[src/rtl/rx_cfg_pkg.sv]
// package: register map, field layout, reset values and counts of the rx configuration bank
package rx_cfg_pkg;
  // register byte addresses
  localparam logic [7:0] preamble_cfg_addr = 8'h00;
  localparam logic [7:0] mixer_cfg_addr = 8'h04;
  localparam logic [7:0] image_cfg_addr = 8'h08;
  localparam logic [7:0] status_addr = 8'h0c;
  localparam logic [7:0] coeff_i_high_addr = 8'h10;
  localparam logic [7:0] coeff_i_low_addr = 8'h14;
  localparam logic [7:0] coeff_q_high_addr = 8'h18;
  localparam logic [7:0] coeff_q_low_addr = 8'h1c;
  // preamble detection register fields
  localparam int detect_on_bit = 5;
  localparam int startup_len_bit = 4;
  localparam int thr_msb = 3;
  localparam logic [7:0] preamble_cfg_wmask = 8'h3f;
  localparam logic [7:0] preamble_cfg_rst = 8'h2a;
  // mixer word reset
  localparam logic [7:0] mixer_word_rst = 8'h40;
  // image compensation register fields
  localparam int image_on_bit = 7;
  localparam int coeff_update_bit = 6;
  localparam int settle_len_msb = 5;
  localparam int settle_len_lsb = 4;
  localparam logic [7:0] image_cfg_wmask = 8'hf0;
  localparam logic [7:0] image_cfg_rst = 8'hc0;
  // start-up symbol counts
  localparam logic [5:0] startup_short = 6'h10;
  localparam logic [5:0] startup_long = 6'h2b;
  // settling block lengths in samples
  localparam logic [8:0] settle_len_0 = 9'h008;
  localparam logic [8:0] settle_len_1 = 9'h020;
  localparam logic [8:0] settle_len_2 = 9'h080;
  localparam logic [8:0] settle_len_3 = 9'h100;
  // mixer phase accumulator width
  localparam int phase_width = 15;
endpackage : rx_cfg_pkg

[src/rtl/rx_preamble_if_image_config.sv]
// rx preamble qualifier, mixer word and image compensation configuration bank with apb slave
//
// Design decisions made here: the register offsets and register access over APB.
module rx_preamble_if_image_config (
  input wire logic pclk, // apb clock, 25 MHz
  input wire logic presetn, // async reset, active low
  input wire logic psel, // apb select
  input wire logic penable, // apb access phase
  input wire logic pwrite, // apb direction, high writes
  input wire logic [7:0] paddr, // apb byte address
  input wire logic [31:0] pwdata, // apb write data
  output logic [31:0] prdata, // apb read data
  output logic pready, // apb ready, one wait state
  output logic pslverr, // apb error on unmapped address
  input wire logic rx_start, // pulse: a new reception begins
  input wire logic symbol_strobe, // pulse: one symbol received
  input wire logic [3:0] qualifier_error_value, // preamble qualifier error of this symbol
  output logic preamble_valid_flag, // level: preamble detected this reception
  output logic [14:0] mixer_phase, // digital mixer phase accumulator
  output logic image_comp_active, // level: compensation applied to samples
  input wire logic settle_start, // pulse: begin coarse estimate block
  input wire logic settle_sample, // pulse: one sample during settling
  output logic settle_done, // pulse: coarse estimate block complete
  input wire logic coeff_est_valid, // pulse: new coefficient estimate
  input wire logic [31:0] coeff_est // estimate: i high, i low, q high, q low bytes
);
  // register state
  logic [5:0] preamble_cfg_r, preamble_cfg_nxt; // only low six bits are storage
  logic [7:0] mixer_word_r, mixer_word_nxt; // signed mixer frequency word
  logic [7:0] image_cfg_r, image_cfg_nxt; // upper nibble holds the fields
  logic [31:0] coeff_r, coeff_nxt; // four coefficient bytes
  logic pready_r, pslverr_r;
  logic [31:0] prdata_r, prdata_nxt;
  // datapath state
  logic [5:0] sym_cnt_r, sym_cnt_nxt; // saturates at the long start-up count
  logic valid_r, valid_nxt;
  logic [14:0] phase_r, phase_nxt;
  logic image_r;
  logic settle_busy_r, settle_busy_nxt;
  logic [8:0] settle_cnt_r, settle_cnt_nxt;
  logic settle_done_r, settle_done_nxt;

  // bus decode
  wire access = psel && penable && !pready_r; // answer one cycle after access starts
  wire commit = psel && penable && pready_r; // write takes effect here
  wire sel_pre = paddr == rx_cfg_pkg::preamble_cfg_addr;
  wire sel_mix = paddr == rx_cfg_pkg::mixer_cfg_addr;
  wire sel_img = paddr == rx_cfg_pkg::image_cfg_addr;
  wire sel_sts = paddr == rx_cfg_pkg::status_addr;
  wire sel_cih = paddr == rx_cfg_pkg::coeff_i_high_addr;
  wire sel_cil = paddr == rx_cfg_pkg::coeff_i_low_addr;
  wire sel_cqh = paddr == rx_cfg_pkg::coeff_q_high_addr;
  wire sel_cql = paddr == rx_cfg_pkg::coeff_q_low_addr;
  wire mapped = sel_pre | sel_mix | sel_img | sel_sts | sel_cih | sel_cil | sel_cqh | sel_cql;
  wire wr = commit && pwrite && mapped;

  // field views
  wire detect_on = preamble_cfg_r[rx_cfg_pkg::detect_on_bit];
  wire long_start = preamble_cfg_r[rx_cfg_pkg::startup_len_bit];
  wire [3:0] threshold = preamble_cfg_r[rx_cfg_pkg::thr_msb:0];
  wire image_on = image_cfg_r[rx_cfg_pkg::image_on_bit];
  wire update_on = image_cfg_r[rx_cfg_pkg::coeff_update_bit];
  wire [1:0] settle_sel = image_cfg_r[rx_cfg_pkg::settle_len_msb:rx_cfg_pkg::settle_len_lsb];

  // register writes; unused preamble bits have no storage at all
  wire [7:0] pre_w = pwdata[7:0] & rx_cfg_pkg::preamble_cfg_wmask;
  assign preamble_cfg_nxt = (wr && sel_pre) ? pre_w[5:0] : preamble_cfg_r;
  assign mixer_word_nxt = (wr && sel_mix) ? pwdata[7:0] : mixer_word_r;
  assign image_cfg_nxt = (wr && sel_img) ? (pwdata[7:0] & rx_cfg_pkg::image_cfg_wmask)
                                         : image_cfg_r;
  // estimator writes coefficients only while updating is allowed; software cannot write them
  assign coeff_nxt = (coeff_est_valid && update_on) ? coeff_est : coeff_r;

  // read mux, upper bits read zero
  assign prdata_nxt = sel_pre ? {26'h0, preamble_cfg_r} :
                      sel_mix ? {24'h000000, mixer_word_r} :
                      sel_img ? {24'h000000, image_cfg_r} :
                      sel_sts ? {22'h0, settle_busy_r, image_r, sym_cnt_r, 1'b0, valid_r} :
                      sel_cih ? {24'h000000, coeff_r[31:24]} :
                      sel_cil ? {24'h000000, coeff_r[23:16]} :
                      sel_cqh ? {24'h000000, coeff_r[15:8]} :
                      sel_cql ? {24'h000000, coeff_r[7:0]} : 32'h00000000;

  // symbol counting since the start of this reception
  wire [5:0] startup_len = long_start ? rx_cfg_pkg::startup_long
                                      : rx_cfg_pkg::startup_short;
  wire sym_sat = sym_cnt_r == rx_cfg_pkg::startup_long;
  assign sym_cnt_nxt = rx_start ? 6'h00 :
                       (symbol_strobe && !sym_sat) ? sym_cnt_r + 6'h01 : sym_cnt_r;
  wire startup_met = sym_cnt_r >= startup_len;
  wire quality_ok = qualifier_error_value < threshold; // strict compare
  // once detected the flag holds for the reception; disabling drops it at once
  assign valid_nxt = (!detect_on || rx_start) ? 1'b0 :
                     (valid_r || (symbol_strobe && startup_met && quality_ok));

  // mixer nco: step per clock is the signed word, so f = fclk * word / 2^15
  wire [14:0] step = {{7{mixer_word_r[7]}}, mixer_word_r}; // sign extend
  assign phase_nxt = phase_r + step; // wraps modulo 2^15

  // settling block length select
  wire [8:0] settle_len = (settle_sel == 2'b00) ? rx_cfg_pkg::settle_len_0 :
                          (settle_sel == 2'b01) ? rx_cfg_pkg::settle_len_1 :
                          (settle_sel == 2'b10) ? rx_cfg_pkg::settle_len_2 :
                                                  rx_cfg_pkg::settle_len_3;
  wire last_sample = settle_busy_r && settle_sample && (settle_cnt_r == settle_len - 9'h001);
  assign settle_busy_nxt = settle_start ? 1'b1 : (last_sample ? 1'b0 : settle_busy_r);
  assign settle_cnt_nxt = settle_start ? 9'h000 :
                          (settle_busy_r && settle_sample) ? settle_cnt_r + 9'h001 :
                          settle_cnt_r;
  assign settle_done_nxt = last_sample && !settle_start; // restart wins over completion

  // apb answer registers
  always_ff @(posedge pclk or negedge presetn)
  begin
    if (!presetn)
    begin
      pready_r <= 1'b0;
      pslverr_r <= 1'b0;
      prdata_r <= 32'h00000000;
    end
    else
    begin
      pready_r <= access;
      pslverr_r <= access && !mapped;
      prdata_r <= (access && !pwrite) ? prdata_nxt : 32'h00000000;
    end
  end

  // configuration registers
  always_ff @(posedge pclk or negedge presetn)
  begin
    if (!presetn)
    begin
      preamble_cfg_r <= rx_cfg_pkg::preamble_cfg_rst[5:0];
      mixer_word_r <= rx_cfg_pkg::mixer_word_rst;
      image_cfg_r <= rx_cfg_pkg::image_cfg_rst;
      coeff_r <= 32'h00000000;
    end
    else
    begin
      preamble_cfg_r <= preamble_cfg_nxt;
      mixer_word_r <= mixer_word_nxt;
      image_cfg_r <= image_cfg_nxt;
      coeff_r <= coeff_nxt;
    end
  end

  // datapath state
  always_ff @(posedge pclk or negedge presetn)
  begin
    if (!presetn)
    begin
      sym_cnt_r <= 6'h00;
      valid_r <= 1'b0;
      phase_r <= 15'h0000;
      image_r <= 1'b0;
      settle_busy_r <= 1'b0;
      settle_cnt_r <= 9'h000;
      settle_done_r <= 1'b0;
    end
    else
    begin
      sym_cnt_r <= sym_cnt_nxt;
      valid_r <= valid_nxt;
      phase_r <= phase_nxt;
      image_r <= image_on; // bypass when zero
      settle_busy_r <= settle_busy_nxt;
      settle_cnt_r <= settle_cnt_nxt;
      settle_done_r <= settle_done_nxt;
    end
  end

  // outputs, all from flip-flops
  assign prdata = prdata_r;
  assign pready = pready_r;
  assign pslverr = pslverr_r;
  assign preamble_valid_flag = valid_r;
  assign mixer_phase = phase_r;
  assign image_comp_active = image_r;
  assign settle_done = settle_done_r;

  // checks
  a_detect_off_clear: assert property (@(posedge pclk) disable iff (!presetn)
    !detect_on |=> !valid_r) else $error("flag set while detection off");
  a_startup_withheld: assert property (@(posedge pclk) disable iff (!presetn)
    $rose(valid_r) |-> $past(sym_cnt_r) >= ($past(long_start) ? rx_cfg_pkg::startup_long
                                                              : rx_cfg_pkg::startup_short))
    else $error("flag before start-up count");
  a_quality_strict: assert property (@(posedge pclk) disable iff (!presetn)
    $rose(valid_r) |-> $past(qualifier_error_value) < $past(threshold))
    else $error("flag without error below threshold");
  // the presetn guard skips the release edge, at which the flops still sit in reset
  a_mixer_step: assert property (@(posedge pclk) disable iff (!presetn)
    presetn |=> phase_r == 15'($past(phase_r)
      + {{7{$past(mixer_word_r[7])}}, $past(mixer_word_r)}))
    else $error("mixer step not signed word");
  a_negative_word: assert property (@(posedge pclk) disable iff (!presetn)
    (mixer_word_r == 8'hff) |=> phase_r == 15'($past(phase_r) - 15'h0001))
    else $error("negative word not subtracting");
  a_image_follow: assert property (@(posedge pclk) disable iff (!presetn)
    presetn |=> image_r == $past(image_on)) else $error("compensation not following enable");
  a_coeff_frozen: assert property (@(posedge pclk) disable iff (!presetn)
    !update_on |=> $stable(coeff_r)) else $error("coefficients changed while frozen");
  a_settle_short: assert property (@(posedge pclk) disable iff (!presetn)
    (settle_start && settle_sel == 2'b00 && !(wr && sel_img))
    ##1 (settle_sample && !settle_start)[*8]
    |=> settle_done_r) else $error("short settle block not done after 8");
  a_unused_zero: assert property (@(posedge pclk) disable iff (!presetn)
    (pready_r && !pwrite && sel_pre) |-> prdata_r[7:6] == 2'b00)
    else $error("unused preamble bits not zero");
  c_detect: cover property (@(posedge pclk) disable iff (!presetn) $rose(valid_r));
  c_coeff_update: cover property (@(posedge pclk) disable iff (!presetn)
    coeff_est_valid && update_on);
  c_settle_done: cover property (@(posedge pclk) disable iff (!presetn) settle_done_r);
  c_bad_addr: cover property (@(posedge pclk) disable iff (!presetn) pslverr_r);
endmodule // rx_preamble_if_image_config

[config.mk]
export PLATFORM = sky130hd
export DESIGN_NAME = rx_preamble_if_image_config
export DESIGN_NICKNAME = d
export VERILOG_FILES = /design/src/rtl/rx_cfg_pkg.sv /design/src/rtl/rx_preamble_if_image_config.sv
export SDC_FILE = /design/constraint.sdc
export NUM_CORES = 1
export LEC_CHECK = 0
export ABC_AREA = 1
export BUFFER_PORTS_ARGS = -buffer_cell sky130_fd_sc_hd__buf_2
export CAP_MARGIN = 20
export CELL_PAD_IN_SITES_DETAIL_PLACEMENT = 0
export CELL_PAD_IN_SITES_GLOBAL_PLACEMENT = 1
export CORE_MARGIN = 4
export CORE_UTILIZATION = 25
export CTS_CLUSTER_DIAMETER = 200
export DETAILED_ROUTE_END_ITERATION = 10
export HOLD_SLACK_MARGIN = 0.12
export PLACE_DENSITY = 0.59
export SYNTH_ARGS = -nofsm -noshare
export SYNTH_HDL_FRONTEND = slang
export SYNTH_SLANG_ARGS = --single-unit
export TNS_END_PERCENT = 10
[constraint.sdc]
create_clock -name pclk -period 1.8 [get_ports pclk]
set_input_delay 0 -clock pclk [delete_from_list [all_inputs] [get_ports pclk]]
set_output_delay 0 -clock pclk [all_outputs]
set_load 0.05 [all_outputs]
==> insert_results.sql <==
INSERT INTO impl_metrics (metric_group, metric, value, unit) VALUES
('outcome', 'status', 'completed', ''),
('sta', 'max_freq', '582.0', 'MHz'),
('cts', 'tritoncts', 'done', ''),
('setup_path', 'critical_path.max_fanout', '9', ''),
('sta', 'period_minus_slack', '1.718', 'ns'),
('finish', 'filler_cell_count', '2130', ''),
('logic_synthesis', 'syn_inst', '575', ''),
('finish', 'multiInputGateArea', '2522', 'µm²'),
('setup_path', 'critical_path_end_type', 'flop', ''),
('power', 'static-leakage-power', '3.586', 'nW'),
('sta', 'worst_clock_skew', '0.005262', 'ns'),
('setup_path', 'worst_ep_required_time', '2.04', 'ns'),
('grt', 'groute.usage.overall', '12.19', '%'),
('logic_synthesis', 'synth.top_cells.by_count', 'nand2_1 (98), dfrtp_1 (90), inv_1 (62)', ''),
('floorplanning', 'die_w', '152.6', 'µm'),
('sta', 'worst-slew-pin-transition', '0.5356', 'ns'),
('power', 'peakVddDrop', '0.0003921', 'V'),
('finish', 'post_route_cells_drive_above_1_share', '28.51', '%'),
('logic_synthesis', 'synth_top_area_share', '43.11', '%'),
('logic_synthesis', 'number_of_enable_type_register_cells_in_the_synthesized_netlist', '0', ''),
('routing', 'drt_first_pass_iters', '4', ''),
('routing', 'detail-route-antenna-nets', '0', ''),
('power', 'swShare', '27.82', '%'),
('logic_synthesis', 'yosysUniqueCellTypes', '42', ''),
('power', 'overall_power', '4.637', 'mW'),
('floorplanning', 'dieHeight', '152.6', 'µm'),
('finish', 'area.growth.synth_to_final', '33.41', '%'),
('sta', 'period_share', '95.45', '%'),
('logic_synthesis', 'post-synth-top-area-cell', 'dfrtp_1', ''),
('logic_synthesis', 'synthMostInstantiatedCell', 'nand2_1', ''),
('cts', 'clockBufferDepth', '2', ''),
('setup_path', 'worst_setup_path_start_kind', 'flop', ''),
('sta', 'rsz0062_at_grt', 'true', ''),
('cts', 'cts.sinks', '96', ''),
('finish', 'layout.cells.non_filler', '1017', ''),
('sta', 'finalSetupViolCount', '0', ''),
('sta', 'final_max_slew_viol_count', '0', ''),
('grt', 'antenna_found_initial', '2', ''),
('placement', 'post-place-cells', '949', ''),
('routing', 'post_detailed_route_wirelength_per_cell', '13.79', 'µm'),
('grt', 'grt_first_pass_wirelength', '23.00', 'mm'),
('floorplanning', 'floorplan.initialDensity', '25.65', '%'),
('sta', 'hold_violations', '0', ''),
('placement', 'port_buffers', '91', ''),
('flow_run', 'max_capacitance_violation_count', '0', ''),
('setup_path', 'cell_mode_on_critical_path', 'o21bai_1', ''),
('logic_synthesis', 'async_reset_ff_share', '100.0', '%'),
('logic_synthesis', 'synth-seq-area-share', '46.13', '%'),
('setup_path', 'criticalPathCategory', 'reg -> reg', ''),
('power', 'p_seq_share', '47.7', '%'),
('routing', 'vias_per_cell', '4.402', ''),
('logic_synthesis', 'dominantRegCellSynth', 'dfrtp_1', ''),
('power', 'p_clk_share', '42.0', '%'),
('routing', 'drt-initial-drc-count', '129', ''),
('floorplanning', 'ports', '138', ''),
('placement', 'routability_congestion', '0.7999', ''),
('hold_path', 'hold_removal_path_class', 'in -> reg', ''),
('floorplanning', 'core_area', '20360', 'µm²'),
('placement', 'dp_hpwl', '10.90', 'mm'),
('cts', 'clk-insertion-delay-late', '0.35', 'ns'),
('power', 'power.switching', '1.290', 'mW'),
('cts', 'h_tree_level_count', '3', ''),
('power', 'internal-power', '3.347', 'mW'),
('logic_synthesis', 'post_synth.cell_area_avg', '9.085', 'µm²'),
('setup_path', 'cp_slowest_stage_delay', '0.49', 'ns'),
('power', 'portion_of_total_power_attributed_to_combinational_logic', '10.2', '%'),
('logic_synthesis', 'yosys_warnings', '0', ''),
('sta', 'slew_headroom', '64.29', '%'),
('grt', 'maximum_number_of_pins_on_one_net_before_global_route_repair', '97', ''),
('floorplanning', 'fp.dieArea', '23270', 'µm²'),
('routing', 'route.vias.total', '4477', '');
-- cells in the final DEF, fill, tap and decap left out, types with 22 or more instances in the layout --
master,instances
a21oi_1,40
buf_2,90
buf_4,23
conb_1,22
dfrtp_1,82
dlygate4sd3_1,50
inv_1,62
mux2_2,32
nand2_1,97
nand3_1,54
nor2_1,22
o21ai_0,28
-- area by class of cell --
| class | instances | share of cell area [%] |
|---|---|---|
| multi-input cells | 406 | 36.19 |
| well taps | 270 | 4.847 |
| clock buffers | 9 | 3.232 |
| flip-flops and latches | 96 | 34.72 |
| inverters | 64 | 3.447 |
| repair buffers | 165 | 16.57 |
| clock inverters | 7 | 0.9874 |
-- per-layer routing --
metal  GRT usage (%)  part of all wire (%)  vias up
li1                -                     -     2236
met1           16.28                    47     2110
met2           19.45                    46      113
met3           3.408                   5.3       14
met4           3.437                   1.3        4
met5               0                  0.15        -
-- critical path, delay by kind of cell (launching register included) --
family / cells / cell delay (ns)
AOI/OAI and AO/OA: 3 / 0.42
xor gates and xnor gates: 1 / 0.15
adders and majority gates: 1 / 0.34
buffers and inverters: 1 / 0.10
DFF: 1 / 0.49
and+or+nand+nor: 1 / 0.10
-- power by group through the flow --
stage          Sequential (mW)  Combinational [mW]  Clock, mW
3_5_place_dp              2.26               0.395          0
5_1_grt                   2.22               0.530       2.10
4_1_cts                   2.21               0.478       2.04
3_3_place_gp              2.25               0.384          0
6_report                  2.21               0.474       1.95
2_1_floorplan             2.26               0.247          0
-- through the flow --
step / hold slack, ns / setup TNS [ns] / instance area (µm²) / worst slack, ns
after floorplan: -0.2956 / -0.01358 / 5330 / -0.01358
after global routing: 0.1704 / -0.1101 / 6969 / -0.04512
after global placement: 0.1046 / -0.04244 / 6090 / -0.04244
after detailed placement: 0.1113 / -0.04622 / 6090 / -0.02976
final: 0.1336 / 0 / 6969 / 0.08183
after CTS: 0.1408 / 0 / 6885 / 0.01512
-- logic make-up (layout without fill, tap and decap cells) --
family,Yosys count,after routing,share of synthesized area [%]
AO/OA/AOI/OAI,106,106,11.86
XOR/XNOR,13,13,2.180
AND/OR/NAND/NOR,207,207,17.80
adder cells (fa/ha/maj),26,26,6.371
multiplexers,32,32,6.898
flip-flops,96,96,46.13
other,1,22,0.07179
buffers and inverters,94,245,8.694
-- path summary, 6_finish.rpt --
kind	start	end	slack, ns	depth (start not counted)
worst max-delay path	mixer_word_r[7]	mixer_phase[9]	0.08	7
worst min-delay path	qualifier_error_value[2]	preamble_valid_flag	0.13	5
worst max register to register	mixer_word_r[7]	mixer_phase[9]	0.08	7
worst min register to register	image_cfg_r[7]	image_comp_active	0.44	0
max in group asynchronous	presetn	mixer_phase[12]	1.15	3
min in group asynchronous	presetn	pslverr	0.22	3
-- sequential cells by signal, indices dropped and copies added (netlist names), 4 cells and up --
name            count
mixer_word_r        8
sym_cnt_r           6
prdata             10
settle_cnt_r        9
image_cfg_r         4
preamble_cfg_r      6
coeff_r            32
mixer_phase        15
-- what timing repair did --
item / in CTS / in global routing
endpoints found under the setup margin: 2 / 14
resized for setup: 1 / 16
setup buffers: 0 / 2
endpoints found under the hold margin: 167 / 0
hold buffers: 50 / 0
(Power assumes the default switching activity.)
